--- src/design/mfp_pkg.sv ---
/*
 * mfp_pkg: shared constants and carriers for the multifunction pin and
 * configuration register block.
 * assumes: one 40 MHz clock domain, register access by a serial-bus core
 * that presents one decoded word access per cycle.
 */
package mfp_pkg;
    // register offsets (8-bit register address space)
    localparam logic [7:0] MFP_OFS_PIN_SETUP = 8'h24;
    localparam logic [7:0] MFP_OFS_PROTECT_SETUP = 8'h25;
    localparam logic [7:0] MFP_OFS_HOST_SETUP = 8'h26;
    localparam logic [7:0] MFP_OFS_MEM_POINTER = 8'h2b;
    localparam logic [7:0] MFP_OFS_MEM_WORD = 8'h2c;
    localparam logic [7:0] MFP_OFS_ALL_CODE = 8'h50;

    // reset values
    localparam logic [15:0] MFP_RST_PIN_SETUP = 16'h0000;
    localparam logic [15:0] MFP_RST_PROTECT_SETUP = 16'h0000;
    localparam logic [15:0] MFP_RST_HOST_SETUP = 16'h0000;
    localparam logic [7:0] MFP_RST_MEM_POINTER = 8'h00;
    localparam logic [15:0] MFP_RST_ALL_CODE = 16'h0000;

    // field positions in pin_function_setup
    localparam int MFP_BIT_FILTER_EN = 15;
    localparam int MFP_BIT_OUT_EN = 13;
    localparam int MFP_POS_OUT_SEL = 9;
    localparam int MFP_POS_CH_MASK = 5;
    localparam int MFP_POS_IN_FUNC = 1;
    localparam int MFP_BIT_IN_EN = 0;
    // writable bits per register
    localparam logic [15:0] MFP_MASK_PIN_SETUP = 16'hbfff;
    localparam logic [15:0] MFP_MASK_PROTECT_SETUP = 16'hffe0;
    localparam logic [15:0] MFP_MASK_HOST_SETUP = 16'h1105;
    // protect selector and serial-out bits
    localparam int MFP_POS_PROTECT_SEL = 8;
    localparam int MFP_BIT_FAST_SO = 2;
    localparam int MFP_BIT_SO_EN = 0;
    localparam int MFP_POS_CODE = 4;

    // output status selector codes
    localparam logic [3:0] MFP_OSEL_CONV_VALID = 4'h0;
    localparam logic [3:0] MFP_OSEL_NV_BUSY = 4'h1;
    localparam logic [3:0] MFP_OSEL_CH2_BUSY = 4'h4;
    localparam logic [3:0] MFP_OSEL_CH0_BUSY = 4'h6;
    localparam logic [3:0] MFP_OSEL_CH1_BUSY = 4'h7;
    localparam logic [3:0] MFP_OSEL_WINDOW = 4'hb;

    // input function codes
    localparam logic [3:0] MFP_IFN_FAULT_DUMP = 4'h2;
    localparam logic [3:0] MFP_IFN_POWER = 4'h4;
    localparam logic [3:0] MFP_IFN_CLEAR = 4'h7;
    localparam logic [3:0] MFP_IFN_LOAD = 4'h8;
    localparam logic [3:0] MFP_IFN_WAVE = 4'h9;
    localparam logic [3:0] MFP_IFN_MARGIN = 4'ha;
    localparam logic [3:0] MFP_IFN_RESET = 4'hb;
    localparam logic [3:0] MFP_IFN_NV_PROTECT = 4'hc;
    localparam logic [3:0] MFP_IFN_REG_LOCK = 4'hd;

    // glitch filter: input must be stable this many cycles
    localparam int MFP_FILTER_CYCLES = 4;

    // protect behaviour selector
    typedef enum logic [1:0] {
        MFP_PROT_HIZ, MFP_PROT_NV_CODE, MFP_PROT_MARGIN_LO, MFP_PROT_MARGIN_HI
    } mfp_protect_t;

    // status bits that may be routed to the pin
    typedef struct packed {
        logic conversion_result_valid;
        logic nonvolatile_busy;
        logic ch2_busy;
        logic ch0_busy;
        logic ch1_busy;
        logic window_compare_result;
    } mfp_status_t;

    // per-channel event strobes, index 0..2 = channel 0..2
    typedef struct packed {
        logic [2:0] power_down;
        logic [2:0] power_up;
        logic [2:0] load;
        logic [2:0] wave_stop;
        logic [2:0] wave_start;
        logic [2:0] margin_lo;
        logic [2:0] margin_hi;
    } mfp_chan_evt_t;

    // global pin actions
    typedef struct packed {
        logic fault_dump;
        logic clear_outputs;
        logic reset_req;
        logic nv_prog_allow;
        logic reg_write_allow;
    } mfp_global_t;

    // register access from the serial-bus core
    typedef struct packed {
        logic wr;
        logic rd;
        logic from_i2c;
        logic [7:0] addr;
        logic [15:0] wdata;
    } mfp_req_t;
endpackage

--- src/design/mfp_scratch_mem.sv ---
/*
 * mfp_scratch_mem: 256 x 16 scratch word store, registered read data.
 * assumes: single clock, one access per cycle, read data one cycle later.
 */
module mfp_scratch_mem
    import mfp_pkg::*;
#(
    parameter int AW = 8,
    parameter int DW = 16
) (
    input wire logic i_ref_clk,
    input wire logic i_ce,
    input wire logic i_we,
    input wire logic i_re,
    input wire logic [AW-1:0] i_addr,
    input wire logic [DW-1:0] i_wdata,
    output logic [DW-1:0] o_rdata
);
    logic [DW-1:0] mem [2**AW];

    // write port
    always_ff @(posedge i_ref_clk) begin
        if (i_ce && i_we) begin
            mem[i_addr] <= i_wdata;
        end
    end

    // registered read port
    always_ff @(posedge i_ref_clk) begin
        if (i_ce && i_re) begin
            o_rdata <= mem[i_addr];
        end
    end
endmodule

--- src/design/mfp_regs.sv ---
/*
 * mfp_regs: multifunction pin control and configuration registers.
 * assumes: a serial-bus core delivers decoded word accesses; the pin
 * arrives asynchronously; all strobe outputs go to logic on i_ref_clk.
 */
module mfp_regs
    import mfp_pkg::*;
(
    input wire logic i_ref_clk,
    input wire logic i_rst_n,
    input wire logic i_ce,
    input wire mfp_req_t i_req,
    output logic [15:0] o_rdata,
    output logic o_rvalid,
    input wire logic i_unlock_field_wr,
    input wire logic i_reset_field_wr,
    input wire mfp_status_t i_status,
    input wire logic [2:0] i_sync_update_en,
    input wire logic [2:0] i_channel_broadcast_enable,
    input wire logic i_serial_data,
    input wire logic i_serial_active,
    input wire logic i_multifunction_pin_in,
    output logic o_multifunction_pin_out,
    output logic o_multifunction_pin_oe,
    output mfp_chan_evt_t o_chan_evt,
    output mfp_global_t o_global,
    output mfp_protect_t o_protect_sel,
    output logic o_fast_serial_out_enable,
    output logic [2:0] o_code_load,
    output logic [15:0] o_shared_channel_code
);
    logic [15:0] pin_setup_q;
    logic [15:0] protect_setup_q;
    logic [15:0] host_setup_q;
    logic [7:0] mem_ptr_q;
    logic [15:0] all_code_q;
    logic [15:0] mem_rdata;
    logic sync1_q, sync2_q, filt_q, prev_q;
    logic [2:0] stab_cnt_q;
    logic clear_q, reset_q, nv_allow_q, reg_allow_q;
    logic rd_mem_q;
    logic [15:0] rdata_d;
    logic pin_in, rise, fall, wr_ok;
    logic [3:0] in_func;
    logic [2:0] chan_sel;
    logic out_bit;

    // maps mask bits to channel order 0,1,2
    function automatic logic [2:0] chan_of(input logic [3:0] m);
        return {m[0], m[3], m[2]};
    endfunction

    // writes pass unless the pin lock is active and neither an unlock-field write nor an I2C reset-field write is flagged
    assign wr_ok = i_req.wr && (reg_allow_q || i_unlock_field_wr ||
                   (i_reset_field_wr && i_req.from_i2c));

    // configuration registers
    always_ff @(posedge i_ref_clk or negedge i_rst_n) begin
        if (!i_rst_n) begin
            pin_setup_q <= MFP_RST_PIN_SETUP;
            protect_setup_q <= MFP_RST_PROTECT_SETUP;
            host_setup_q <= MFP_RST_HOST_SETUP;
            all_code_q <= MFP_RST_ALL_CODE;
        end else if (i_ce && wr_ok) begin
            case (i_req.addr)
                MFP_OFS_PIN_SETUP: pin_setup_q <= i_req.wdata & MFP_MASK_PIN_SETUP;
                MFP_OFS_PROTECT_SETUP: begin
                    protect_setup_q <= i_req.wdata & MFP_MASK_PROTECT_SETUP;
                end
                MFP_OFS_HOST_SETUP: host_setup_q <= i_req.wdata & MFP_MASK_HOST_SETUP;
                MFP_OFS_ALL_CODE: all_code_q <= i_req.wdata;
                default: ;
            endcase
        end
    end

    // memory pointer: host load, increment after each data write
    always_ff @(posedge i_ref_clk or negedge i_rst_n) begin
        if (!i_rst_n) begin
            mem_ptr_q <= MFP_RST_MEM_POINTER;
        end else if (i_ce && wr_ok) begin
            if (i_req.addr == MFP_OFS_MEM_POINTER) begin
                mem_ptr_q <= i_req.wdata[7:0];
            end else if (i_req.addr == MFP_OFS_MEM_WORD) begin
                mem_ptr_q <= mem_ptr_q + 8'h01;
            end
        end
    end

    // scratch memory at the pointer
    mfp_scratch_mem #(.AW(8), .DW(16)) u_mem (
        .i_ref_clk(i_ref_clk),
        .i_ce(i_ce),
        .i_we(wr_ok && i_req.addr == MFP_OFS_MEM_WORD),
        .i_re(i_req.rd && i_req.addr == MFP_OFS_MEM_WORD),
        .i_addr(mem_ptr_q),
        .i_wdata(i_req.wdata),
        .o_rdata(mem_rdata)
    );

    // read mux, unmapped reads as zero
    always_comb begin
        rdata_d = 16'h0000;
        case (i_req.addr)
            MFP_OFS_PIN_SETUP: rdata_d = pin_setup_q;
            MFP_OFS_PROTECT_SETUP: rdata_d = protect_setup_q;
            MFP_OFS_HOST_SETUP: rdata_d = host_setup_q;
            MFP_OFS_MEM_POINTER: rdata_d = {8'h00, mem_ptr_q};
            MFP_OFS_ALL_CODE: rdata_d = all_code_q;
            default: rdata_d = 16'h0000;
        endcase
    end

    // read data registered, memory word one cycle later via its register
    always_ff @(posedge i_ref_clk or negedge i_rst_n) begin
        if (!i_rst_n) begin
            o_rdata <= 16'h0000;
            rd_mem_q <= 1'b0;
        end else if (i_ce) begin
            rd_mem_q <= i_req.rd && i_req.addr == MFP_OFS_MEM_WORD;
            if (rd_mem_q) begin
                o_rdata <= mem_rdata;
            end else if (i_req.rd && i_req.addr != MFP_OFS_MEM_WORD) begin
                o_rdata <= rdata_d;
            end
        end
    end
    assign o_rvalid = rd_mem_q || (i_req.rd && i_req.addr != MFP_OFS_MEM_WORD);

    // two-stage pin synchroniser
    always_ff @(posedge i_ref_clk or negedge i_rst_n) begin
        if (!i_rst_n) begin
            sync1_q <= 1'b1;
            sync2_q <= 1'b1;
        end else if (i_ce) begin
            sync1_q <= i_multifunction_pin_in;
            sync2_q <= sync1_q;
        end
    end

    // glitch filter: accept a level stable for the filter window
    always_ff @(posedge i_ref_clk or negedge i_rst_n) begin
        if (!i_rst_n) begin
            filt_q <= 1'b1;
            stab_cnt_q <= 3'h0;
        end else if (i_ce) begin
            if (sync2_q == filt_q) begin
                stab_cnt_q <= 3'h0;
            end else if (stab_cnt_q == 3'(MFP_FILTER_CYCLES - 1)) begin
                filt_q <= sync2_q;
                stab_cnt_q <= 3'h0;
            end else begin
                stab_cnt_q <= stab_cnt_q + 3'h1;
            end
        end
    end

    assign pin_in = pin_setup_q[MFP_BIT_FILTER_EN] ? filt_q : sync2_q;

    // edge detector on the chosen level
    always_ff @(posedge i_ref_clk or negedge i_rst_n) begin
        if (!i_rst_n) begin
            prev_q <= 1'b1;
        end else if (i_ce) begin
            prev_q <= pin_in;
        end
    end

    assign rise = i_ce && pin_setup_q[MFP_BIT_IN_EN] && pin_in && !prev_q;
    assign fall = i_ce && pin_setup_q[MFP_BIT_IN_EN] && !pin_in && prev_q;
    assign in_func = pin_setup_q[MFP_POS_IN_FUNC +: 4];
    assign chan_sel = chan_of(pin_setup_q[MFP_POS_CH_MASK +: 4]);

    // channel events
    always_comb begin
        o_chan_evt = '0;
        case (in_func)
            MFP_IFN_POWER: begin
                o_chan_evt.power_down = {3{fall}} & chan_sel;
                o_chan_evt.power_up = {3{rise}} & chan_sel;
            end
            MFP_IFN_LOAD: o_chan_evt.load = {3{fall}} & chan_sel & i_sync_update_en;
            MFP_IFN_WAVE: begin
                o_chan_evt.wave_stop = {3{fall}} & chan_sel;
                o_chan_evt.wave_start = {3{rise}} & chan_sel;
            end
            MFP_IFN_MARGIN: begin
                o_chan_evt.margin_lo = {3{fall}} & chan_sel;
                o_chan_evt.margin_hi = {3{rise}} & chan_sel;
            end
            default: ;
        endcase
    end

    // global pin-held states
    always_ff @(posedge i_ref_clk or negedge i_rst_n) begin
        if (!i_rst_n) begin
            reset_q <= 1'b0;
            nv_allow_q <= 1'b1;
            reg_allow_q <= 1'b1;
        end else if (fall || rise) begin
            case (in_func)
                MFP_IFN_RESET: reset_q <= fall;
                MFP_IFN_NV_PROTECT: nv_allow_q <= fall;
                MFP_IFN_REG_LOCK: reg_allow_q <= fall;
                default: ;
            endcase
        end
    end

    // clear held while pin low
    always_ff @(posedge i_ref_clk or negedge i_rst_n) begin
        if (!i_rst_n) begin
            clear_q <= 1'b0;
        end else if (i_ce) begin
            clear_q <= pin_setup_q[MFP_BIT_IN_EN] && in_func == MFP_IFN_CLEAR
                       && !pin_in;
        end
    end

    always_comb begin
        o_global.fault_dump = fall && in_func == MFP_IFN_FAULT_DUMP;
        o_global.clear_outputs = clear_q;
        o_global.reset_req = reset_q;
        o_global.nv_prog_allow = nv_allow_q;
        o_global.reg_write_allow = reg_allow_q;
    end

    // status routing
    always_comb begin
        case (pin_setup_q[MFP_POS_OUT_SEL +: 4])
            MFP_OSEL_CONV_VALID: out_bit = i_status.conversion_result_valid;
            MFP_OSEL_NV_BUSY: out_bit = i_status.nonvolatile_busy;
            MFP_OSEL_CH2_BUSY: out_bit = i_status.ch2_busy;
            MFP_OSEL_CH0_BUSY: out_bit = i_status.ch0_busy;
            MFP_OSEL_CH1_BUSY: out_bit = i_status.ch1_busy;
            MFP_OSEL_WINDOW: out_bit = i_status.window_compare_result;
            default: out_bit = 1'b0;
        endcase
    end

    // pin driver: serial read data takes priority while a read is active
    always_ff @(posedge i_ref_clk or negedge i_rst_n) begin
        if (!i_rst_n) begin
            o_multifunction_pin_out <= 1'b0;
            o_multifunction_pin_oe <= 1'b0;
        end else if (i_ce) begin
            if (host_setup_q[MFP_BIT_SO_EN] && i_serial_active) begin
                o_multifunction_pin_out <= i_serial_data;
                o_multifunction_pin_oe <= 1'b1;
            end else begin
                o_multifunction_pin_out <= out_bit;
                o_multifunction_pin_oe <= pin_setup_q[MFP_BIT_OUT_EN];
            end
        end
    end

    assign o_protect_sel = mfp_protect_t'(protect_setup_q[MFP_POS_PROTECT_SEL +: 2]);
    assign o_fast_serial_out_enable = host_setup_q[MFP_BIT_FAST_SO];
    assign o_shared_channel_code = all_code_q;
    // one-cycle load of the shared code into enabled channels
    assign o_code_load = {3{i_ce && wr_ok && i_req.addr == MFP_OFS_ALL_CODE}}
                         & i_channel_broadcast_enable;

    a_sync_chain: assert property (@(posedge i_ref_clk) disable iff (!i_rst_n)
        i_ce && $past(i_ce) |-> sync2_q == $past(sync1_q))
        else $error("pin sync chain broken");
    a_oe_follow: assert property (@(posedge i_ref_clk) disable iff (!i_rst_n)
        i_ce && !host_setup_q[MFP_BIT_SO_EN] && !pin_setup_q[MFP_BIT_OUT_EN] ##1 1'b1
        |-> !o_multifunction_pin_oe)
        else $error("pin driven without output enable");
    a_ptr_incr: assert property (@(posedge i_ref_clk) disable iff (!i_rst_n)
        i_ce && wr_ok && i_req.addr == MFP_OFS_MEM_WORD |=> mem_ptr_q == $past(mem_ptr_q) + 8'h01)
        else $error("pointer did not increment");
    a_fault_edge: assert property (@(posedge i_ref_clk) disable iff (!i_rst_n)
        o_global.fault_dump |-> !pin_in && prev_q)
        else $error("fault dump without falling edge");
    a_power_mask: assert property (@(posedge i_ref_clk) disable iff (!i_rst_n)
        (o_chan_evt.power_down & ~chan_sel) == 3'h0)
        else $error("power event on unselected channel");
    a_lock_block: assert property (@(posedge i_ref_clk) disable iff (!i_rst_n)
        i_ce && i_req.wr && !reg_allow_q && !i_unlock_field_wr && !i_reset_field_wr
        && i_req.addr == MFP_OFS_PROTECT_SETUP |=> $stable(protect_setup_q))
        else $error("locked write took effect");
    a_one_event: assert property (@(posedge i_ref_clk) disable iff (!i_rst_n)
        fall |=> !fall)
        else $error("edge gave two events");
    a_bcast_mask: assert property (@(posedge i_ref_clk) disable iff (!i_rst_n)
        (o_code_load & ~i_channel_broadcast_enable) == 3'h0)
        else $error("broadcast to disabled channel");
    a_no_input: assert property (@(posedge i_ref_clk) disable iff (!i_rst_n)
        !pin_setup_q[MFP_BIT_IN_EN] |-> !rise && !fall)
        else $error("edge event with input disabled");

    c_power_down: cover property (@(posedge i_ref_clk) disable iff (!i_rst_n)
        o_chan_evt.power_down != 3'h0);
    c_mem_write: cover property (@(posedge i_ref_clk) disable iff (!i_rst_n)
        wr_ok && i_req.addr == MFP_OFS_MEM_WORD ##2 wr_ok && i_req.addr == MFP_OFS_MEM_WORD);
    c_locked: cover property (@(posedge i_ref_clk) disable iff (!i_rst_n) !reg_allow_q);
endmodule

--- config.mk ---
export PLATFORM = sky130hd
export DESIGN_NAME = mfp_regs
export DESIGN_NICKNAME = d
export VERILOG_FILES = /design/src/design/mfp_pkg.sv /design/src/design/mfp_scratch_mem.sv /design/src/design/mfp_regs.sv
export SDC_FILE = /design/constraint.sdc
export NUM_CORES = 2
export LEC_CHECK = 0
export BUFFER_PORTS_ARGS = -buffer_cell sky130_fd_sc_hd__buf_2
export CORE_MARGIN = 8
export CORE_UTILIZATION = 35
export DETAILED_ROUTE_END_ITERATION = 10
export PLACE_DENSITY_LB_ADDON = 0.08
export SETUP_SLACK_MARGIN = 0.5
export SLEW_MARGIN = 20
export SYNTH_ARGS = -nofsm -noshare
export SYNTH_HDL_FRONTEND = slang
export SYNTH_HIERARCHICAL = 1
export SYNTH_SLANG_ARGS = --single-unit
export TNS_END_PERCENT = 1
--- constraint.sdc ---
create_clock -name i_ref_clk -period 3.54 [get_ports i_ref_clk]
set_clock_uncertainty 0.05 [all_clocks]
set_input_delay 0.708 -clock i_ref_clk [delete_from_list [all_inputs] [get_ports i_ref_clk]]
set_output_delay 0.708 -clock i_ref_clk [all_outputs]
set_load 0.02 [all_outputs]
# Word-level counts from Yosys, hierarchy flattened
# Memories as Yosys holds them, arrays and structs flattened. A register that Yosys moved wholly into a read port is not among the register bits.
# Cells that the tools add are included.
word_totals:
  mem_bits_rw: 4096
  out_inout_bits: 67
  mem_count: 1
  regBits: 84
  elab_cells: 103
  in_bits: 47
mem_list:
  columns: ["name", "words", "width", "read_ports", "rd_clocked_by_memory_dff", "write_ports", "line_no", "text"]
  rows:
  - ["u_mem.mem", 256, 16, 1, 1, 1, "mfp_scratch_mem.sv:19", "logic [DW-1:0] mem [2**AW];"]
classes:
  eq_ne: 23
  n_addsub: 2
  mux: 17
  reduce_logical: 37
  bitwise: 5
op_table:
  columns: ["cell", "n"]
  rows:
  - ["$pmux 16 s5", 1]
  - ["$eq 8x6->1 const B", 5]
  - ["$mux 16", 2]
  - ["$eq 4x4->1 const B", 7]
  - ["$eq 4x3->1 const B", 5]
  - ["$logic_and 1x1->1", 18]
  - ["$mux 6", 3]
  - ["$reduce_and 2->1", 9]
  - ["$mux 8", 2]
  - ["$and 3x3->3", 4]
  - ["$mux 3", 3]
  - ["$add 8x1->8 const B", 1]
  - ["$eq 8x7->1 const B", 1]
  - ["$ne 8x6->1 const B", 1]
  - ["$pmux 1 s6", 1]
  - ["$mux 1", 5]
  - ["$eq 4x1->1 const B", 1]
  - ["$eq 4x2->1 const B", 1]
  - ["$logic_not 4->1", 1]
  - ["$logic_or 1x1->1", 4]
  - ["$reduce_bool 2->1", 2]
  - ["$add 3x1->3 const B", 1]
  - ["$eq 3x2->1 const B", 1]
  - ["$reduce_and 3->1", 1]
  - ["3 further kinds", 4]

# Longest topological paths before layout
logic_depth:
  word_depth: 7
  ltp_mapped: 8
  ltp_nobuf: 7

# Modules after synthesis
# Netlist, hierarchy kept.
by_module_without_submodules:
  columns: ["module", "area_per_inst_um2", "cells_each", "n_inst"]
  rows:
  - ["mfp_scratch_mem", 155227.6, 6705, 1]
  - ["mfp_regs", 4570.6, 465, 1]

# Worst setup path before layout
# No wires, ideal clock.
synth_path:
  kind: "input to register"
  from: "input i_req[23] (netlist bit)"
  to: "memory u_mem.mem[169][0] (enable)"
  stages: 8
  n_path_buf: 1
  arrival_time_ns: 2.886
  slack_ns: 0.216
  setup_time_ns: 0.388
  cell_sequence: "nor4b_4 > nand2_1 > nor2_1 > nand2_1 > nor3b_1 > nand2_1 > clkbuf_1 > nor2_1"
synth_via:
  elab_chain_len: 5
synth_rtl:
  columns: ["item", "line_no", "text"]
  rows:
  - ["start, declared", "mfp_regs.sv:12", "input wire mfp_req_t i_req,"]
  - ["$eq 8x6->1", "mfp_regs.sv:94", ".i_we(wr_ok && i_req.addr == MFP_OFS_MEM_WORD),"]
  - ["$logic_and 1x1->1", "mfp_regs.sv:94", null]
  - ["$logic_and 1x1->1", "mfp_scratch_mem.sv:23", "if (i_ce && i_we) begin"]
  - ["$mux 1", "mfp_scratch_mem.sv:23", null]
  - ["$mux 1 (implied by the code)", "mfp_scratch_mem.sv:24", "mem[i_addr] <= i_wdata;"]
  - ["end, declared", "mfp_scratch_mem.sv:19", null]
# No other way between the ends.

==> metrics.md <==
| Metric | Value |
|---|---|
| Clk slew on worst S/H paths | `60 ps` |
| Pre-CTS setup slack | `-786 ps` |
| GR met3 Demand/Resource | `0.0307` |
| Clock Power Share | `0.435` |
| Largest net degree at the start of global routing | `168` |
| Max Cap Viol | `0` |
| Critical Path AT | `around 4300 ps` |
| Number of global-route vias before repair | `82.6k` |
| Non-filler cells, final | `14.7k` |
| Netlist Area Pre-Place | `0.160 mm2` |
| Layout cells sized above 1 | `0.370` |
| Worst-path cell chain | `buf_6, buf_12, buf_16, buf_16, mux4_2, a22oi_2, a21oi_2, buf_4, o41ai_4, nand4_1` |
| Setup ws final | `-133 ps` |
| Placed Instances | `approximately 14k` |
| Post-detail-place hpwl | `307 mm` |
| Sequential share of power | `0.518` |
| Worst Tran Pin Value | `1180 ps` |
| Final GP Congestion | `approximately 0.79` |
| Row cnt | `~250` |
| WL per Instance | `33.8 um` |
| Slew margin rel. | `0.214` |
| Max stage delay on crit path | `880 ps` |
| Crit-path slowest cell | `o41ai_4` |
| CTS tree | `done` |
| Gr ovfl total | `0` |
| Final period utilization | `1.04` |
| Starting Density | `0.351` |
| Pins Over Slew Limit | `0` |
| Peak VDD IR | `373 uV` |
| Synth unique cells | `55` |
| GRT Overall Usage | `0.202` |
| Post-synth top flop | `edfxtp_1` |
| Area growth syn-to-layout | `22.7%` |
| Cell Int Power | `83.1 mW` |
| Sequential element share of the synthesized area | `0.786` |
| Pwr dens | `roughly 540 mW/mm2` |
| Post-Route WL | `between 400 and 500 mm` |
| Tmin final | `around 3700 ps` |
| Synth Register Bits | `4196` |
| Top Ports | `114` |
| GR peak layer | `met2` |
| Violated checks | `negative setup slack` |
| Net Sw Power | `22.4 mW` |
| Number of synthesized flops with an enable pin | `4112` |
| Synthesized area per cell | `~22 um2` |
| Endpoints failing setup | `10` |
| R2r setup slk | `-130 ps` |
| CP Launch Type | `flop` |
| Kind of critical path | `reg -> reg` |
| Syn Inst Count | `between 7k and 8k` |
| DRC errors left | `0` |
| Status | `finished with violations` |
| CP Data Required Time | `4180 ps` |
| CTS root buf | `clkbuf_16` |
| Initial antenna violation count | `35` |
| Vias per cell | `5.46` |
| Clk Latency, worst-skew pair | `980 ps` |
| Clk buf depth | `4` |
| YS warnings | `6` |
| Die Width | `about 700 um` |
| Tot Pwr | `106 mW` |
| Setup TNS | `-503 ps` |
| Hold Crit Class | `in -> reg` |
| Clock sink count | `between 4k and 5k` |
| Most common cell after layout, fill and taps aside | `edfxtp_1` |
| Most frequent cells in the layout | `4112 x edfxtp_1, 1024 x mux4_2, 579 x buf_4, 476 x clkbuf_16, 443 x a22oi_1` |
| Final net count | `8388` |
| Met1 usage | `0.292` |
| Initial DRC count | `8003` |
| Post-DRT Antenna Nets | `0` |
| Num CTS Buffers | `457` |
| GR Util met2 | `0.329` |
| RSZ-0062 raised after global routing | `yes` |
| DRT Pass-1 Iters | `5` |
| Fraction of registers with async set/reset | `0.0200` |
| Leakage | `60.7 nW` |
| PortBufs | `around 110` |
| Comb pwr share | `0.047` |
| Die area | `0.478 mm2` |
| Final hold violation count | `0` |
| Die Y | `692 um` |
| Syn Nets | `7219` |
| Crit. End Element | `flop` |
| H-Tree Depth | `5` |
| Global-route wire length before repair | `686 mm` |
| Core area | `0.456 mm2` |
| Via count | `80.5k` |
| Crit-path most repeated cell | `buf_16` |
| Filler cells | `around 39k` |
| Sw Ratio | `0.212` |
| FMAX | `272 MHz` |
| Critical Path Fanout Max | `7` |
## worst max-delay path, delay by kind of cell, from the launching register on
kind / cells / cell delay, ps
AOI/OAI and AO/OA: 3 / 1210
buffers and inverters: 5 / 790
DFF: 1 / 530
muxes: 1 / 540
and+or+nand+nor: 1 / 200
## what timing repair did
action                                 4_1_cts  5_1_grt
setup endpoints to repair                   68     1183
setup buffers                               29       92
hold buffers                                11        0
resized for setup                          103      136
pin swaps                                   19       48
endpoints found under the hold margin       76        0
gates cloned                                12       10
## registers in the layout (all words and copies together) (netlist names), 4 cells and up
| name | cells |
|---|---|
| protect_setup_q | 11 |
| u_mem/mem | 4096 |
| o_rdata | 16 |
| host_setup_q | 4 |
| u_mem/o_rdata | 16 |
| o_shared_channel_code | 16 |
| pin_setup_q | 15 |
| mem_ptr_q | 8 |
## logic make-up (layout without fill, tap and decap cells)
family	count (synthesis)	after routing	share of synthesized area
compound gates	951	951	0.0403
xor+xnor	1	1	0.0000548
fa+ha+maj	2	2	0.000157
buf+inv	448	2000	0.0118
flops	4196	4196	0.786
mux	1075	1075	0.148
other cells	0	20	0
simple gates	497	497	0.0139
## stage by stage
stage / hold WS, ps / util / instance area (um2)
final: 102 / 0.430 / 196000
after global routing: 55.6 / 0.430 / 196000
after CTS: 10.3 / 0.427 / 194000
after detailed placement: 431 / 0.392 / 179000
after global placement: 430 / 0.392 / 178000
after floorplan: 362 / - / 160000
## area by class of cell
class	count	area (um2)	share of cell area
flip-flops and latches	4196	126000	0.641
multi-input cells	2526	34200	0.174
repair buffers	1151	14400	0.0733
clock buffers	578	12100	0.0618
well taps	6000	7510	0.0383
clock inverters	264	2180	0.0111
diodes	20	50.0	0.000255
inverters	7	26.3	0.000134
## per-layer routing
layer	part of all wire	vias up	routed length, um
li1	-	33200	-
met5	0.000054	-	27
met2	0.48	2269	238000
met4	0.019	4	9640
met3	0.054	501	27000
met1	0.45	44500	224000
## path summary, 6_finish.rpt
kind / end / start / cells after the start
min in group asynchronous: o_multifunction_pin_out / i_rst_n / 2
max reg2reg: u_mem/o_rdata[5] / mem_ptr_q[0] / 10
max: u_mem/o_rdata[5] / mem_ptr_q[0] / 10
min: u_mem/mem[132][0] / i_req[0] / 1
min reg2reg: stab_cnt_q[2] / stab_cnt_q[2] / 1
max in group asynchronous: nv_allow_q / i_rst_n / 3
## synthesized netlist by cell type, types with 3 or more instances
master     number  area [um2]
a22oi_1       521        3910
o21ai_0        35         175
edfxtp_1     4112      123000
buf_4           9        67.6
nand4_1        19         119
o2bb2ai_1       4        35.0
buf_1          36         135
a32o_1          5        50.1
o22ai_1        11        68.8
a2bb2oi_1       3        26.3
nor4_1          3        18.8
o41ai_1        64         561
buf_6           4        45.0
a31oi_1        19         119
and4_1          3        26.3
and2_1         10        62.6
mux4_2       1024       23100
inv_1           7        26.3
nand3_1        14        70.1
dfrtp_1        78        1950
dfstp_2         6         158
nor3b_1         8        60.1
o21ai_1         5        25.0
nand2_1        71         267
nand3b_1        5        37.5
mux2_2         48         541
clkbuf_1      280        1050
mux2i_1         3        30.0
nand2b_1       12        75.1
nor2b_1        13        81.3
a21oi_1       276        1380
nor2_1        319        1200
buf_2         112         561
## power groups by stage
stage	sequential, mW	combinational [mW]	clock, mW
floorplan	55.7	2.21	0
detailed placement	55.7	4.67	0
finish	54.6	4.99	45.9
global placement	55.7	4.60	0
global route	54.6	5.31	48.9
CTS	54.6	4.89	47.1
Power figures use the tool's default switching activity.
